### config.mk
export PLATFORM = sky130hd
export DESIGN_NAME = dss_top
export DESIGN_NICKNAME = d
export VERILOG_FILES = /design/src/rtl/dss_pkg.sv /design/src/rtl/dss_key_sync.sv /design/src/rtl/dss_sec_timer.sv /design/src/rtl/dss_top.sv
export VERILOG_INCLUDE_DIRS = /design/src /design/src/rtl
export SDC_FILE = /design/constraint.sdc
export NUM_CORES = 1
export LEC_CHECK = 0
export CORE_UTILIZATION = 47
export CTS_BUF_LIST = sky130_fd_sc_hd__clkbuf_4
export CTS_CLUSTER_SIZE = 12
export DETAILED_ROUTE_END_ITERATION = 12
export DONT_BUFFER_PORTS = 1
export HOLD_SLACK_MARGIN = 0.02
export SYNTH_ARGS = -nofsm -noshare
export SYNTH_HDL_FRONTEND = slang
export SYNTH_SLANG_ARGS = --single-unit
export TNS_END_PERCENT = 20
### constraint.sdc
create_clock -name CLK_IN -period 5.9 [get_ports CLK_IN]
set_input_delay 1.18 -clock CLK_IN [delete_from_list [all_inputs] [get_ports CLK_IN]]
set_output_delay 1.18 -clock CLK_IN [all_outputs]
set_load 0.02 [all_outputs]
### src/rtl/dss_cfg.svh
// offsets, field positions, reset values and limits of the screen sequencer
`ifndef DSS_CFG_SVH
`define DSS_CFG_SVH
`define DSS_NUM_SCREENS 6
`define DSS_SCR_LAST 3'h5
`define DSS_SCR_FIRST 3'h0
`define DSS_OFF_CTRL 8'h00
`define DSS_OFF_DWELL 8'h04
`define DSS_OFF_MASK 8'h08
`define DSS_OFF_OPBR 8'h0C
`define DSS_OFF_SSBR 8'h10
`define DSS_OFF_SSTO 8'h14
`define DSS_OFF_STAT 8'h18
`define DSS_CTRL_MODE 0
`define DSS_CTRL_PREC 1
`define DSS_CTRL_SSM_LO 2
`define DSS_CTRL_SSM_HI 3
`define DSS_CTRL_EDIT 4
`define DSS_RST_MASK 6'h3F
`define DSS_RST_DWELL 12'h00A
`define DSS_DWELL_MIN 12'h001
`define DSS_DWELL_MAX 12'hE10
`define DSS_RST_OPBR 8'h7F
`define DSS_RST_SSBR 7'h20
`define DSS_SSBR_MAX 7'h7E
`define DSS_RST_SSTO 16'h0384
`define DSS_KEY_UP 0
`define DSS_KEY_DOWN 1
`define DSS_KEY_RIGHT 2
`define DSS_KEY_ENTER 3
`define DSS_KEY_ESC 4
`define DSS_KEY_TICK 5
`define DSS_NUM_INPUTS 6
`endif

### src/rtl/dss_pkg.sv
// types of the screen sequencer
package dss_pkg;
	typedef enum logic [1:0] {DSS_SS_DISABLED = 2'h0, DSS_SS_LOW = 2'h1, DSS_SS_SCROLL = 2'h2, DSS_SS_OFF = 2'h3} dss_ss_mode_t;
	typedef enum logic [1:0] {DSS_SS_IDLE = 2'b01, DSS_SS_ACTIVE = 2'b10} dss_ss_state_t;
endpackage

### src/rtl/dss_key_sync.sv
// two-stage synchronisers and rising-edge pulses for pin inputs
`timescale 1ns/1ps
module dss_key_sync #(
	parameter int WIDTH = 6
)(
	input wire logic clk_in,
	input wire logic rst_in,
	input wire logic [WIDTH-1:0] pin_in,
	output logic [WIDTH-1:0] rise_out
);
	genvar g;
	generate
		for (g = 0; g < WIDTH; g++)
		begin : g_bit
			logic meta_reg;
			logic sync_reg;
			logic prev_reg;
			always_ff @(posedge clk_in or posedge rst_in)
			begin
				if (rst_in)
				begin
					meta_reg <= 1'b0;
					sync_reg <= 1'b0;
					prev_reg <= 1'b0;
				end
				else
				begin
					meta_reg <= pin_in[g];
					sync_reg <= meta_reg;
					prev_reg <= sync_reg;
				end
			end
			assign rise_out[g] = sync_reg & ~prev_reg;
		end
	endgenerate
endmodule

### src/rtl/dss_sec_timer.sv
// seconds counter, saturating at its limit
`timescale 1ns/1ps
module dss_sec_timer #(
	parameter int WIDTH = 16
)(
	input wire logic clk_in,
	input wire logic rst_in,
	input wire logic clear_in,
	input wire logic tick_in,
	input wire logic [WIDTH-1:0] limit_in,
	output logic reached_out
);
	logic [WIDTH-1:0] count_reg;
	always_ff @(posedge clk_in or posedge rst_in)
	begin
		if (rst_in)
			count_reg <= '0;
		else if (clear_in)
			count_reg <= '0;
		else if (tick_in && (count_reg < limit_in))
			count_reg <= count_reg + 1'b1;
	end
	assign reached_out = (count_reg >= limit_in);
endmodule

### src/rtl/dss_top.sv
// display screen sequencer with apb registers, mask editor and screensaver
//
// Overview of operation
// - static mode: up key shows next enabled screen, down key previous.
// - stepping past the last screen wraps to the first screen.
// - screens with cleared enable bit are skipped, by keys and automatically.
// - first screen is always enabled whatever the mask holds.
// - display mode static or dynamic; static after reset.
// - dynamic mode shows each screen for dwell seconds, 1 to 3600.
// - one enable bit per screen, six screens, in the mask register.
// - all screen enable bits set after reset.
// - mask edit: up/down pick line, right toggles, enter commits to storage.
// - operational brightness, 256 levels, default 127, while screensaver off.
// - screensaver modes disabled, low brightness, scrolling, off; scrolling default.
// - screensaver starts after timeout seconds without keys; default 900.
// - escape or joystick key restores brightness and clears inactivity timer.
// - low brightness mode uses separate screensaver brightness, 127 levels.
// - screensaver setting changes apply only at the next activation.
// - scrolling screensaver drives operational brightness.
// - precision normal by default; elevated adds one decimal digit.
//
// Our own choices: the APB slave port and the address map.
`timescale 1ns/1ps
`include "dss_cfg.svh"
module dss_top import dss_pkg::*; #(
	parameter int NUM_SCREENS = `DSS_NUM_SCREENS,
	parameter int DWELL_W = 12,
	parameter int SSTO_W = 16
)(
	input wire logic CLK_IN,
	input wire logic RST_IN,
	input wire logic PSEL_IN,
	input wire logic PENABLE_IN,
	input wire logic PWRITE_IN,
	input wire logic [7:0] PADDR_IN,
	input wire logic [31:0] PWDATA_IN,
	output logic [31:0] PRDATA_OUT,
	output logic PREADY_OUT,
	output logic PSLVERR_OUT,
	input wire logic KEY_UP_IN,
	input wire logic DOWN_KEY_IN,
	input wire logic KEY_RIGHT_IN,
	input wire logic ENTER_KEY_IN,
	input wire logic KEY_ESC_IN,
	input wire logic SEC_TICK_IN,
	input wire logic NV_LOAD_IN,
	input wire logic NV_MODE_IN,
	input wire logic [DWELL_W-1:0] NV_DWELL_IN,
	input wire logic [NUM_SCREENS-1:0] NV_MASK_IN,
	input wire logic [7:0] NV_OPBR_IN,
	output logic NV_SAVE_OUT,
	output logic [NUM_SCREENS-1:0] NV_MASK_OUT,
	output logic [2:0] PROCESS_VIEW_OUT,
	output logic [7:0] BRIGHT_OUT,
	output logic DISPLAY_ON_OUT,
	output logic SCROLL_OUT,
	output logic EXTRA_DIGIT_OUT,
	output logic SS_ACTIVE_OUT
);
	// ========================================
	// input synchronisers
	logic [`DSS_NUM_INPUTS-1:0] pins;
	logic [`DSS_NUM_INPUTS-1:0] rise;
	logic up_key, down_key, right_key, enter_key, esc_key, sec_tick, activity;
	assign pins = {SEC_TICK_IN, KEY_ESC_IN, ENTER_KEY_IN, KEY_RIGHT_IN, DOWN_KEY_IN, KEY_UP_IN};
	dss_key_sync #(
		.WIDTH(`DSS_NUM_INPUTS)
	) u_sync (
		.clk_in(CLK_IN),
		.rst_in(RST_IN),
		.pin_in(pins),
		.rise_out(rise)
	);
	assign up_key = rise[`DSS_KEY_UP];
	assign down_key = rise[`DSS_KEY_DOWN];
	assign right_key = rise[`DSS_KEY_RIGHT];
	assign enter_key = rise[`DSS_KEY_ENTER];
	assign esc_key = rise[`DSS_KEY_ESC];
	assign sec_tick = rise[`DSS_KEY_TICK];
	assign activity = up_key | down_key | right_key | enter_key | esc_key;

	// ========================================
	// registers
	logic mode_reg, prec_reg, edit_reg, nv_save_reg, disp_on_reg, scroll_reg;
	dss_ss_mode_t ssm_reg, ss_lat_mode_reg;
	dss_ss_state_t ss_state_reg;
	logic [DWELL_W-1:0] dwell_reg, dwell_next;
	logic [NUM_SCREENS-1:0] mask_reg, eff_mask;
	logic [7:0] opbr_reg, bright_reg;
	logic [6:0] ssbr_reg, ss_lat_br_reg, ssbr_next;
	logic [SSTO_W-1:0] ssto_reg;
	logic [2:0] screen_reg, cursor_reg;
	logic [31:0] prdata_reg;
	logic wr_en, rd_en, addr_hit;

	assign wr_en = PSEL_IN & PENABLE_IN & PWRITE_IN;
	assign rd_en = PSEL_IN & ~PENABLE_IN & ~PWRITE_IN;
	assign eff_mask = mask_reg | {{(NUM_SCREENS-1){1'b0}}, 1'b1};

	assign addr_hit = (PADDR_IN == `DSS_OFF_CTRL) | (PADDR_IN == `DSS_OFF_DWELL) | (PADDR_IN == `DSS_OFF_MASK) |
		(PADDR_IN == `DSS_OFF_OPBR) | (PADDR_IN == `DSS_OFF_SSBR) | (PADDR_IN == `DSS_OFF_SSTO) |
		(PADDR_IN == `DSS_OFF_STAT);

	// dwell clamped to its legal span
	assign dwell_next = (PWDATA_IN[DWELL_W-1:0] < `DSS_DWELL_MIN) ? `DSS_DWELL_MIN :
		(PWDATA_IN[DWELL_W-1:0] > `DSS_DWELL_MAX) ? `DSS_DWELL_MAX : PWDATA_IN[DWELL_W-1:0];
	assign ssbr_next = (PWDATA_IN[6:0] > `DSS_SSBR_MAX) ? `DSS_SSBR_MAX : PWDATA_IN[6:0];

	assign PREADY_OUT = 1'b1;
	assign PSLVERR_OUT = PSEL_IN & PENABLE_IN & ~addr_hit;
	assign PRDATA_OUT = prdata_reg;

	// ========================================
	// control register
	always_ff @(posedge CLK_IN or posedge RST_IN)
	begin
		if (RST_IN)
		begin
			mode_reg <= 1'b0;
			prec_reg <= 1'b0;
			ssm_reg <= DSS_SS_SCROLL;
			edit_reg <= 1'b0;
		end
		else if (wr_en && PADDR_IN == `DSS_OFF_CTRL)
		begin
			mode_reg <= PWDATA_IN[`DSS_CTRL_MODE];
			prec_reg <= PWDATA_IN[`DSS_CTRL_PREC];
			ssm_reg <= dss_ss_mode_t'(PWDATA_IN[`DSS_CTRL_SSM_HI:`DSS_CTRL_SSM_LO]);
			edit_reg <= PWDATA_IN[`DSS_CTRL_EDIT];
		end
		else if (NV_LOAD_IN)
			mode_reg <= NV_MODE_IN;
	end

	// ========================================
	// setting registers
	always_ff @(posedge CLK_IN or posedge RST_IN)
	begin
		if (RST_IN)
		begin
			dwell_reg <= `DSS_RST_DWELL;
			opbr_reg <= `DSS_RST_OPBR;
			ssbr_reg <= `DSS_RST_SSBR;
			ssto_reg <= `DSS_RST_SSTO;
		end
		else if (wr_en)
		begin
			if (PADDR_IN == `DSS_OFF_DWELL)
				dwell_reg <= dwell_next;
			if (PADDR_IN == `DSS_OFF_OPBR)
				opbr_reg <= PWDATA_IN[7:0];
			if (PADDR_IN == `DSS_OFF_SSBR)
				ssbr_reg <= ssbr_next;
			if (PADDR_IN == `DSS_OFF_SSTO)
				ssto_reg <= PWDATA_IN[SSTO_W-1:0];
		end
		else if (NV_LOAD_IN)
		begin
			dwell_reg <= (NV_DWELL_IN < `DSS_DWELL_MIN) ? `DSS_DWELL_MIN :
				(NV_DWELL_IN > `DSS_DWELL_MAX) ? `DSS_DWELL_MAX : NV_DWELL_IN;
			opbr_reg <= NV_OPBR_IN;
		end
	end

	// ========================================
	// screen mask and its editor
	always_ff @(posedge CLK_IN or posedge RST_IN)
	begin
		if (RST_IN)
			mask_reg <= `DSS_RST_MASK;
		else if (wr_en && PADDR_IN == `DSS_OFF_MASK)
			mask_reg <= PWDATA_IN[NUM_SCREENS-1:0];
		else if (NV_LOAD_IN)
			mask_reg <= NV_MASK_IN;
		else if (edit_reg && right_key)
			mask_reg[cursor_reg] <= ~mask_reg[cursor_reg];
	end

	always_ff @(posedge CLK_IN or posedge RST_IN)
	begin
		if (RST_IN)
			cursor_reg <= `DSS_SCR_FIRST;
		else if (!edit_reg)
			cursor_reg <= `DSS_SCR_FIRST;
		else if (up_key)
			cursor_reg <= (cursor_reg == `DSS_SCR_LAST) ? `DSS_SCR_FIRST : cursor_reg + 3'h1;
		else if (down_key)
			cursor_reg <= (cursor_reg == `DSS_SCR_FIRST) ? `DSS_SCR_LAST : cursor_reg - 3'h1;
	end

	always_ff @(posedge CLK_IN or posedge RST_IN)
	begin
		if (RST_IN)
			nv_save_reg <= 1'b0;
		else
			nv_save_reg <= edit_reg & enter_key;
	end
	assign NV_SAVE_OUT = nv_save_reg;
	assign NV_MASK_OUT = eff_mask;

	// ========================================
	// screen selection
	function automatic logic [2:0] step_screen(input logic [2:0] cur, input logic [NUM_SCREENS-1:0] msk,
		input logic fwd);
		logic [2:0] res;
		logic [2:0] idx;
		logic found;
		res = cur;
		idx = cur;
		found = 1'b0;
		for (int k = 0; k < NUM_SCREENS; k++)
		begin
			if (fwd)
				idx = (idx == `DSS_SCR_LAST) ? `DSS_SCR_FIRST : idx + 3'h1;
			else
				idx = (idx == `DSS_SCR_FIRST) ? `DSS_SCR_LAST : idx - 3'h1;
			if (!found && msk[idx])
			begin
				res = idx;
				found = 1'b1;
			end
		end
		return res;
	endfunction

	logic dwell_done;
	logic dwell_clear;
	logic auto_step;
	assign auto_step = mode_reg & dwell_done & ~edit_reg;
	assign dwell_clear = ~mode_reg | auto_step;

	dss_sec_timer #(
		.WIDTH(DWELL_W)
	) u_dwell (
		.clk_in(CLK_IN),
		.rst_in(RST_IN),
		.clear_in(dwell_clear),
		.tick_in(sec_tick),
		.limit_in(dwell_reg),
		.reached_out(dwell_done)
	);

	always_ff @(posedge CLK_IN or posedge RST_IN)
	begin
		if (RST_IN)
			screen_reg <= `DSS_SCR_FIRST;
		else if (auto_step)
			screen_reg <= step_screen(screen_reg, eff_mask, 1'b1);
		else if (!mode_reg && !edit_reg && up_key)
			screen_reg <= step_screen(screen_reg, eff_mask, 1'b1);
		else if (!mode_reg && !edit_reg && down_key)
			screen_reg <= step_screen(screen_reg, eff_mask, 1'b0);
	end
	assign PROCESS_VIEW_OUT = screen_reg;
	assign EXTRA_DIGIT_OUT = prec_reg;

	// ========================================
	// screensaver
	logic idle_done;
	logic idle_clear;
	assign idle_clear = activity | (ss_state_reg == DSS_SS_ACTIVE);

	dss_sec_timer #(
		.WIDTH(SSTO_W)
	) u_idle (
		.clk_in(CLK_IN),
		.rst_in(RST_IN),
		.clear_in(idle_clear),
		.tick_in(sec_tick),
		.limit_in(ssto_reg),
		.reached_out(idle_done)
	);

	always_ff @(posedge CLK_IN or posedge RST_IN)
	begin
		if (RST_IN)
		begin
			ss_state_reg <= DSS_SS_IDLE;
			ss_lat_mode_reg <= DSS_SS_DISABLED;
			ss_lat_br_reg <= `DSS_RST_SSBR;
		end
		else
		begin
			unique case (ss_state_reg)
				DSS_SS_IDLE:
					if (!activity && idle_done && ssm_reg != DSS_SS_DISABLED)
					begin
						ss_state_reg <= DSS_SS_ACTIVE;
						ss_lat_mode_reg <= ssm_reg;
						ss_lat_br_reg <= ssbr_reg;
					end
				DSS_SS_ACTIVE:
					if (activity)
						ss_state_reg <= DSS_SS_IDLE;
			endcase
		end
	end

	// ========================================
	// panel drive
	always_ff @(posedge CLK_IN or posedge RST_IN)
	begin
		if (RST_IN)
		begin
			bright_reg <= `DSS_RST_OPBR;
			disp_on_reg <= 1'b1;
			scroll_reg <= 1'b0;
		end
		else if (ss_state_reg == DSS_SS_IDLE)
		begin
			bright_reg <= opbr_reg;
			disp_on_reg <= 1'b1;
			scroll_reg <= 1'b0;
		end
		else
		begin
			unique case (ss_lat_mode_reg)
				DSS_SS_LOW:
					bright_reg <= {1'b0, ss_lat_br_reg};
				DSS_SS_OFF:
					bright_reg <= 8'h00;
				default:
					bright_reg <= opbr_reg;
			endcase
			disp_on_reg <= (ss_lat_mode_reg != DSS_SS_OFF);
			scroll_reg <= (ss_lat_mode_reg == DSS_SS_SCROLL);
		end
	end
	assign BRIGHT_OUT = bright_reg;
	assign DISPLAY_ON_OUT = disp_on_reg;
	assign SCROLL_OUT = scroll_reg;
	assign SS_ACTIVE_OUT = (ss_state_reg == DSS_SS_ACTIVE);

	// ========================================
	// read data, captured in the setup cycle
	always_ff @(posedge CLK_IN or posedge RST_IN)
	begin
		if (RST_IN)
			prdata_reg <= 32'h00000000;
		else if (rd_en)
		begin
			prdata_reg <= 32'h00000000;
			unique case (PADDR_IN)
				`DSS_OFF_CTRL:
				begin
					prdata_reg[`DSS_CTRL_MODE] <= mode_reg;
					prdata_reg[`DSS_CTRL_PREC] <= prec_reg;
					prdata_reg[`DSS_CTRL_SSM_HI:`DSS_CTRL_SSM_LO] <= ssm_reg;
					prdata_reg[`DSS_CTRL_EDIT] <= edit_reg;
				end
				`DSS_OFF_DWELL:
					prdata_reg[DWELL_W-1:0] <= dwell_reg;
				`DSS_OFF_MASK:
					prdata_reg[NUM_SCREENS-1:0] <= eff_mask;
				`DSS_OFF_OPBR:
					prdata_reg[7:0] <= opbr_reg;
				`DSS_OFF_SSBR:
					prdata_reg[6:0] <= ssbr_reg;
				`DSS_OFF_SSTO:
					prdata_reg[SSTO_W-1:0] <= ssto_reg;
				`DSS_OFF_STAT:
					prdata_reg[7:0] <= {cursor_reg, ss_state_reg == DSS_SS_ACTIVE, 1'b0, screen_reg};
				default:
					prdata_reg <= 32'h00000000;
			endcase
		end
	end
endmodule

Word-level counts from Yosys, hierarchy flattened

Index checks and enable logic that the tools add are counted.

Register bits after elaboration: 144
Logic and storage cells: 423
Input port bits: 79
Output and inout port bits: 56

$add $sub $neg: 21
$lt $le $gt $ge: 29
Bitwise operators: 38
Equality and inequality tests: 31
Reductions and logical operators: 67
Muxes and demuxes: 198

Operator list:

| cell                    | number |
|---|---|
| $mux W3                 | 79 |
| $mux W12                | 9 |
| $lt A3 B4 Y1 const B    | 19 |
| $mux W1                 | 69 |
| $bmux W1 S3             | 19 |
| $add A3 B1 Y3 const B   | 12 |
| $eq A3 B3 Y1 const B    | 12 |
| $pmux W5 S7             | 1 |
| $mux W16                | 2 |
| $mux W8                 | 4 |
| $logic_and A1 B1 Y1     | 26 |
| $eq A8 B5 Y1 const B    | 3 |
| $gt A12 B12 Y1 const B  | 2 |
| $lt A12 B1 Y1 const B   | 2 |
| $logic_not A3 Y1        | 7 |
| $sub A3 B1 Y3 const B   | 7 |
| $logic_not A1 Y1        | 18 |
| $mux W6                 | 3 |
| $add A16 B1 Y16 const B | 1 |
| $eq A8 B4 Y1 const B    | 2 |
| $ge A16 B16 Y1          | 1 |
| $lt A16 B16 Y1          | 1 |
| $pmux W8 S2             | 1 |
| $and A1 B1 Y1           | 14 |
| 31 further kinds        | 70 |

Logic depth before layout (Yosys ltp)

Gate-level depths: netlist of run 1.

Depth after elaboration: 42
Gate-level depth with buffers: 18
Gate-level depth less buffers: 14

Modules after synthesis

A second synthesis of run 1 with hierarchy kept.

Cell total of the unflattened synthesis: 937
Area, all modules: 8974.9 um^2

By module, submodules not included:

| module                  | sequential area each (um^2) | cells an instance | times used | area an instance (um^2) |
|---|---|---|---|---|
| dss_top                 | 2491.1                      | 649               | 1          | 6118.4 |
| dss_sec_timer (u_idle)  | 400.4                       | 150               | 1          | 1300.0 |
| dss_sec_timer (u_dwell) | 300.3                       | 113               | 1          | 1019.7 |
| dss_key_sync            | 450.4                       | 25                | 1          | 536.8 |

Least setup slack after synthesis of run 1

OpenSTA, ideal clock, no wires.

Path kind: reg2reg
Start point: register screen_reg[1] (netlist: PROCESS_VIEW_OUT[1])
End point: register screen_reg[1] (netlist: PROCESS_VIEW_OUT[1])
Period minus slack after synthesis: 4222 ps
Cell stages (with the launch flop): 19
Setup time: 88 ps
Path slack: 1678 ps
Arrival: 4133 ps
Cell sequence: dfrtp_1 -> clkbuf_1 -> clkbuf_1 -> clkbuf_1 -> nor2_1 -> ha_1 -> inv_1 -> ha_1 -> clkbuf_1 -> nor2_1 -> ha_1 -> inv_1 -> a2111oi_0 -> a211oi_1 -> and2_1 -> and3_4 -> o41ai_4 -> o32ai_1 -> a41oi_1

Cells in the longest elaborated chain, start to end: 41

RTL lines:

| what                                                   | RTL line       | source |
|---|---|---|
| from (decl)                                            | dss_top.sv:92  | `logic [2:0] screen_reg, cursor_reg;` |
| from (signal assigned)                                 | dss_top.sv:246 | `` screen_reg <= `DSS_SCR_FIRST; `` |
| from (signal assigned)                                 | dss_top.sv:248 | `screen_reg <= step_screen(screen_reg, eff_mask, 1'b1);` |
| from (signal assigned)                                 | dss_top.sv:250 | `screen_reg <= step_screen(screen_reg, eff_mask, 1'b1);` |
| branches (longest 41 deep; another with $sub A3 B1 Y3) | n/a            |  |

Several ways; the timed one is not identified. The select of a mux whose other input is x is not followed.
A chain may end at the register's enable or synchronous reset.

Final worst setup path of run 1

Start point: register screen_reg[2] (netlist: PROCESS_VIEW_OUT[2])
End point: register screen_reg[1] (netlist: PROCESS_VIEW_OUT[1])

Same word-level chain as after synthesis.

==> results.sh, run 1 <==
export IMPL_cts_setup_buffers=0
export IMPL_regToRegEndpoint="PROCESS_VIEW_OUT[1]"
export IMPL_reg2reg_slack_ns=1.42
export IMPL_post_route_util_pct=50.22
export IMPL_holdPathEnd="u_sync.g_bit[3].sync_reg"
export IMPL_cp_required_ns=6.40
export IMPL_clk_latency_ns=0.59
export IMPL_route_detailed_drc=12
export IMPL_grt_max_degree=93
export IMPL_r2r_cells=14
export IMPL_synth_area_leaders="dfrtp_1, dfstp_2, ha_1"
export IMPL_rr_startpoint="PROCESS_VIEW_OUT[2]"
export IMPL_syn2layout_area_growth_pct=3.685
export IMPL_min_delay_start="u_sync.g_bit[3].meta_reg"
export IMPL_grtUsageTotal_pct=24.51
export IMPL_die_area_um2=19190
export IMPL_clkTransAtPathRegs_ns=0.14
export IMPL_drt_total_wl_um=22760
export IMPL_pre_cts_slack_ns=1.533
export IMPL_grt_pass1_vias=6447
export IMPL_die_height_um=138.5
export IMPL_yosys_warnings=0
export IMPL_io_buffers=0
export IMPL_cts_root_buf="clkbuf_4"
export IMPL_cts_hold_buf=0
export IMPL_dp_hpwl_um=16450
export IMPL_failed_checks="DRC"
export IMPL_multi_input_area_um2=4607
export IMPL_synth_seq_area_share_pct=41.57
export IMPL_drive_above_1_share_pct=13.42
export IMPL_seq_area_um2=3642
export IMPL_finalSetupTns_ns=0
export IMPL_fp_dieW_um=138.5
export IMPL_ant_nets=0
export IMPL_synth_edff_count=0
export IMPL_place_inst=1136
export IMPL_finClkSkew_ns=0.02224
export IMPL_fin_nets=1042
export IMPL_crit_arrival_ns=4.97
export IMPL_ctsHtreeMaxLevel=4
export IMPL_wl_per_cell_um=19.47
export IMPL_dominantRegCellSynth="dfrtp_1"
export IMPL_min_path_type="flop to flop"
export IMPL_grt_overflow_total=0
export IMPL_vdd_drop_max_mv=0.1786
export IMPL_grt_setup_unrepaired="no"
export IMPL_cp_start_kind="flop"
export IMPL_core_rowCount=49
export IMPL_p_per_area_nw_per_um2=356.3
export IMPL_worst_slew_pin_slew_ns=1.032
export IMPL_drv_cap=0
export IMPL_synth_top_area_share_pct=32.28
export IMPL_finalSetupViolations=0
export IMPL_core_area_um2=18090
export IMPL_instances_no_fill=1169
export IMPL_leakage_nw=4.000
export IMPL_ctsResizeCount=0
export IMPL_drt_iter0_markers=686
export IMPL_max_freq_mhz=223.4
export IMPL_cts_tree="built"
export IMPL_fin_crit_sh_pct=75.87
export IMPL_clk_path_buf_depth=2
export IMPL_syn_avg_cell_area_um2=9.155
export IMPL_critPathKind="flop to flop"
export IMPL_asyncSetResetFlopFracSynth_pct=100.0
export IMPL_vias=6843
export IMPL_avgViaCountPerCell=5.854
export IMPL_synth_top_area_cell="dfrtp_1"
export IMPL_status="finished with violations"
export IMPL_holdWs_ns=0.3642
export IMPL_fin_ws_ns=1.424
export IMPL_ys_ff_latch=144
export IMPL_cp_end_kind="flop"
export IMPL_grt_first_pass_wirelength_um=36340
export IMPL_cts_buffers=17
export IMPL_hold_viol_final=0
export IMPL_drt_pass1_iterations=12
export IMPL_hold_depth=0
export IMPL_drv_slew=0
export IMPL_netlist_instances=957
export IMPL_path_max_fanout=20
export IMPL_period_needed_ns=4.476
export IMPL_initial_core_util_pct=48.44
export IMPL_synthDistinctLibCells=85
export IMPL_ioPinCount=135
export IMPL_antenna_found_initial=1
export IMPL_place_gp_congestion=0.8819
export IMPL_nFillCells=1704
export IMPL_cts_sink_count=144
export IMPL_syn_area_um2=8761
export IMPL_relSlewSlack_pct=30.76
==> cell families after synthesis <==
group           count (synthesis)  synth area share, %
fa+ha+maj                      37                5.284
buf+inv                       123                6.584
other cells                     2              0.08572
xor+xnor                       24                2.399
compound gates                225                17.77
simple gates                  352                19.98
flops                         144                41.57
mux                            50                6.327
==> metrics by stage <==
step                area, µm²  power, W
floorplan                8821  0.002306
global placement         8777  0.002537
detailed placement       8777  0.002539
CTS                      9081  0.003227
global route             9084  0.003461
finish                   9084  0.003236
==> where the power goes <==
group          internal [W]  switching, W  leakage [nW]
clock              0.000265      0.000418         0.152
sequential          0.00108      0.000158          1.73
combinational      0.000528      0.000790          2.12
total               0.00187       0.00137          4.00
==> Yosys cell counts, types with 9 or more instances <==
master / instances
a21oi_1: 49
a22oi_1: 17
a31oi_1: 21
and2_1: 11
buf_2: 11
buf_4: 25
clkbuf_1: 34
dfrtp_1: 113
dfstp_2: 31
ha_1: 37
inv_1: 50
mux2_2: 33
mux2i_1: 16
nand2_1: 107
nand2b_1: 20
nand3_1: 25
nand4_1: 10
nor2_1: 102
nor2b_1: 14
nor3_1: 12
nor3b_1: 9
o21ai_0: 48
xnor2_1: 13
xor2_1: 11
==> critical path, cell delays in order (launching register included) <==
cell       delay, ns
dfrtp_1         0.87
inv_1           0.24
ha_1            0.46
inv_1           0.13
ha_1            0.56
nor2_1          0.10
ha_1            0.32
inv_1           0.06
a2111oi_0       0.41
a211oi_1        0.15
and2_1          0.18
and3_4          0.19
o41ai_4         0.33
o32ai_1         0.17
a41oi_1         0.22
==> metal layers <==
| layer | up-vias | part of all wire (%) | GRT usage (%) |
|---|---|---|---|
| met4 | 0 | 1.3 | 7.451 |
| met3 | 23 | 5.2 | 5.180 |
| met2 | 197 | 46 | 37.46 |
| met1 | 3302 | 48 | 34.88 |
| li1 | 3321 | - | - |
| met5 | - | 0 | 0 |
==> cell usage in the layout (no fill, tap or decap), types with 6 or more instances in the layout <==
cell      instances
a211oi_1          7
a21o_1            6
a21oi_1          49
a221oi_1          7
a22oi_1          17
a31oi_1          21
and2_1           11
and3_1            6
buf_4             6
clkbuf_4         17
conb_1           18
dfrtp_1         113
dfstp_2          31
ha_1             37
inv_1            49
mux2_2           33
mux2i_1          16
nand2_1         107
nand2b_1         20
nand3_1          25
nand4_1          10
nor2_1          102
nor2b_1          14
nor3_1           12
nor3b_1           8
o21a_1            6
o21ai_0          48
xnor2_1          13
xor2_1           11
==> worst max-delay path by stage <==
| stage | slack (ns) | from | end | cells after the start |
|---|---|---|---|---|
| 2_1_floorplan | 0.91 | RST_IN | BRIGHT_OUT[7] | 1 |
| 3_3_place_gp | 1.57 | PROCESS_VIEW_OUT[2] | PROCESS_VIEW_OUT[1] | 12 |
| 3_5_place_dp | 1.53 | PROCESS_VIEW_OUT[1] | PROCESS_VIEW_OUT[1] | 14 |
| 4_1_cts | 1.48 | PROCESS_VIEW_OUT[2] | PROCESS_VIEW_OUT[1] | 14 |
| 5_1_grt | 1.02 | PROCESS_VIEW_OUT[1] | PROCESS_VIEW_OUT[1] | 12 |
| 6_report | 1.42 | PROCESS_VIEW_OUT[2] | PROCESS_VIEW_OUT[1] | 14 |
==> final cells by class <==
| class | instances | share of cell area, % |
|---|---|---|
| Antenna cell | 1 | 0.02755 |
| Inverter | 51 | 2.163 |
| Timing Repair Buffer | 6 | 0.4959 |
| Multi-Input combinational cell | 706 | 50.72 |
| Sequential cell | 144 | 40.10 |
| Clock inverter | 15 | 1.942 |
| Clock buffer | 17 | 1.405 |
| Tap cell | 229 | 3.154 |
(Power assumes the default switching activity.)
==> run 2: changes to the inputs <==
--- a/config.mk
+++ b/config.mk
@@ -6,6 +6,7 @@
 export SDC_FILE = /design/constraint.sdc
 export NUM_CORES = 1
 export LEC_CHECK = 0
+export ABC_AREA = 1
 export CORE_UTILIZATION = 47
 export CTS_BUF_LIST = sky130_fd_sc_hd__clkbuf_4
 export CTS_CLUSTER_SIZE = 12
==> constraint.sdc (replaced) <==
create_clock -name CLK_IN -period 4 [get_ports CLK_IN]
set_input_delay 0.8 -clock CLK_IN [delete_from_list [all_inputs] [get_ports CLK_IN]]
set_output_delay 0.8 -clock CLK_IN [all_outputs]
set_load 0.02 [all_outputs]
==> run 2 against run 1 <==
Compared with the run above: non-clock buffer count grew 6; the run still ends with DRC left; flip-flop and latch count is the same; synthesized cell count grew 21%; power grew 48%; highest routed layer unchanged; register-to-register slack lost 0.74 ns; combinational power grew 66%.
==> results.sh, run 2 <==
export IMPL_status="finished with violations"
export IMPL_failed_checks="DRC"
export IMPL_cts_hold_buf=0
export IMPL_core_rowCount=49
export IMPL_crit_arrival_ns=3.81
export IMPL_drive_above_1_share_pct=10.19
export IMPL_dp_hpwl_um=17300
export IMPL_r2r_cells=19
export IMPL_ioPinCount=135
export IMPL_dominantRegCellSynth="dfrtp_1"
export IMPL_grtUsageTotal_pct=24.91
export IMPL_cts_root_buf="clkbuf_4"
export IMPL_ant_nets=0
export IMPL_cp_start_kind="flop"
export IMPL_cp_num_buf_inv=4
export IMPL_holdWs_ns=0.2101
export IMPL_core_area_um2=18150
export IMPL_finalSetupTns_ns=0
export IMPL_grt_overflow_total=0
export IMPL_syn2layout_area_growth_pct=4.928
export IMPL_cts_tree="built"
export IMPL_synth_top_area_share_pct=32.19
export IMPL_avgViaCountPerCell=5.371
export IMPL_place_gp_congestion=0.9149
export IMPL_grt_first_pass_wirelength_um=37250
export IMPL_min_delay_start="KEY_UP_IN"
export IMPL_synth_top_area_cell="dfrtp_1"
export IMPL_fp_dieW_um=138.7
export IMPL_finClkSkew_ns=0.02030
export IMPL_die_height_um=138.7
export IMPL_grt_setup_unrepaired="no"
export IMPL_cts_buffers=17
export IMPL_p_int_w=0.002550
export IMPL_synthDistinctLibCells=56
export IMPL_hold_depth=0
export IMPL_p_per_area_nw_per_um2=518.6
export IMPL_clk_latency_ns=0.59
export IMPL_drt_total_wl_um=22880
export IMPL_fin_crit_sh_pct=82.86
export IMPL_clk_path_buf_depth=2
export IMPL_worst_slew_pin_slew_ns=0.8601
export IMPL_antenna_found_initial=1
export IMPL_reg2reg_slack_ns=0.69
export IMPL_pwr_share_seq_pct=35.0
export IMPL_ctsResizeCount=0
export IMPL_regToRegEndpoint="PROCESS_VIEW_OUT[2]"
export IMPL_critPathMostFrequentCell="nand2_1"
export IMPL_worstPathCellList="nor2_4 > ha_1 > inv_1 > ha_1 > inv_1 > nor2_1 > nand2_1 > nand2_1 > nand2_1 > nand3_1 > nand2_1 > inv_1 > nand4_4 > o21bai_2 > nand2_1 > nand2_1 > inv_1 > nand2_1 > nand2_1"
export IMPL_cp_slowest_stage_delay_ns=0.82
export IMPL_ys_ff_latch=144
export IMPL_route_detailed_drc=6
export IMPL_syn_area_um2=8785
export IMPL_crit_family="simple AND/OR/NAND/NOR gates"
export IMPL_rr_startpoint="PROCESS_VIEW_OUT[0]"
export IMPL_grt_max_degree=145
export IMPL_final_common_cell="nand2_1"
export IMPL_drv_slew=0
export IMPL_synth_common_cells="nand2_1, inv_1, dfrtp_1, nor2_1, o21ai_0"
export IMPL_seq_area_um2=3642
export IMPL_cts_sink_count=144
export IMPL_holdPathEnd="u_sync.g_bit[0].meta_reg"
export IMPL_path_max_fanout=9
export IMPL_clkTransAtPathRegs_ns=0.15
export IMPL_grt_pass1_vias=7053
export IMPL_max_freq_mhz=301.7
export IMPL_drv_cap=0
export IMPL_finalSetupViolations=0
export IMPL_syn_avg_cell_area_um2=7.606
export IMPL_critPathKind="flop to flop"
export IMPL_pwr_share_clk_pct=19.2
export IMPL_asyncSetResetFlopFracSynth_pct=100.0
export IMPL_synth_area_leaders="dfrtp_1, nand2_1, dfstp_2"
export IMPL_io_buffers=0
export IMPL_initial_core_util_pct=48.41
export IMPL_synth_seq_area_share_pct=41.46
export IMPL_wl_per_cell_um=16.37
export IMPL_drt_iter0_markers=528
export IMPL_min_path_type="primary input to flop"
export IMPL_multi_input_area_um2=4239
export IMPL_leakage_nw=4.341
export IMPL_vdd_drop_max_mv=0.2884
export IMPL_hold_viol_final=0
export IMPL_comb_power_share_pct=45.8
export IMPL_slowest_stage="dfrtp_1"
export IMPL_vias=7509
export IMPL_drt_pass1_iterations=9
export IMPL_cts_setup_buffers=0
export IMPL_nFillCells=1817
export IMPL_swShare_pct=46.66
export IMPL_cp_end_kind="flop"
export IMPL_netlist_instances=1155
export IMPL_p_sw_w=0.002230
export IMPL_ctsHtreeMaxLevel=4
export IMPL_fin_nets=1271
export IMPL_synth_most_common_cell="nand2_1"
export IMPL_synth_edff_count=0
export IMPL_relSlewSlack_pct=42.45
export IMPL_final_cell_mix="nand2_1, inv_1, dfrtp_1"
export IMPL_period_needed_ns=3.314
export IMPL_yosys_warnings=0
export IMPL_die_area_um2=19240
export IMPL_cp_required_ns=4.50
[run 2: final cells by class]
type                            count  area share [%]
Clock buffer                       17           1.385
Sequential cell                   144           39.51
Inverter                          179           7.330
Tap cell                          229           3.108
Antenna cell                        1         0.02715
Multi-Input combinational cell    801           45.99
Timing Repair Buffer               12           1.113
Clock inverter                     15           1.534
[run 2: power by group through the flow]
stage	combinational, W	sequential (W)	clock, W
2_1_floorplan	0.00179	0.00167	0
3_3_place_gp	0.00215	0.00170	0
3_5_place_dp	0.00218	0.00170	0
4_1_cts	0.00219	0.00167	0.000937
5_1_grt	0.00250	0.00168	0.000998
6_report	0.00219	0.00167	0.000917
[run 2: cells by family after synthesis]
logic type | Yosys count | synth area share [%]
mux | 1 | 0.1282
buf+inv | 226 | 11.04
fa+ha+maj | 37 | 5.270
simple gates | 509 | 25.95
other cells | 2 | 0.08549
flops | 144 | 41.46
compound gates | 224 | 14.87
xor+xnor | 12 | 1.196
[run 2: worst max path at each step]
| stage | startpoint | endpoint | slack (ns) | cells after the start |
|---|---|---|---|---|
| 6_report | PROCESS_VIEW_OUT[0] | PROCESS_VIEW_OUT[2] | 0.69 | 19 |
| 5_1_grt | PROCESS_VIEW_OUT[0] | PROCESS_VIEW_OUT[2] | 0.43 | 19 |
| 3_3_place_gp | PROCESS_VIEW_OUT[0] | PROCESS_VIEW_OUT[2] | 0.78 | 17 |
| 2_1_floorplan | PADDR_IN[1] | PSLVERR_OUT | 0.58 | 7 |
| 3_5_place_dp | PROCESS_VIEW_OUT[0] | PROCESS_VIEW_OUT[2] | 0.72 | 17 |
| 4_1_cts | PROCESS_VIEW_OUT[0] | PROCESS_VIEW_OUT[2] | 0.71 | 17 |
[run 2: metal layers]
layer	track usage, %	wire length, µm	vias to the layer above
li1	-	-	3777
met1	35.14	10820	3496
met2	38.90	10350	206
met3	5.387	1385	30
met4	6.433	327	0
met5	0	0	-
[run 2: stage by stage]
step,worst slack [ns],cells,total power [W],util (%),instance area (µm²)
2_1_floorplan,0.5794,1171,0.003464,-,8848
3_3_place_gp,0.7846,1365,0.003849,49.30,8946
3_5_place_dp,0.7203,1365,0.003881,49.30,8946
4_1_cts,0.7109,1397,0.004801,50.78,9215
5_1_grt,0.4331,1398,0.005183,50.79,9218
6_report,0.6857,1398,0.004780,50.79,9218
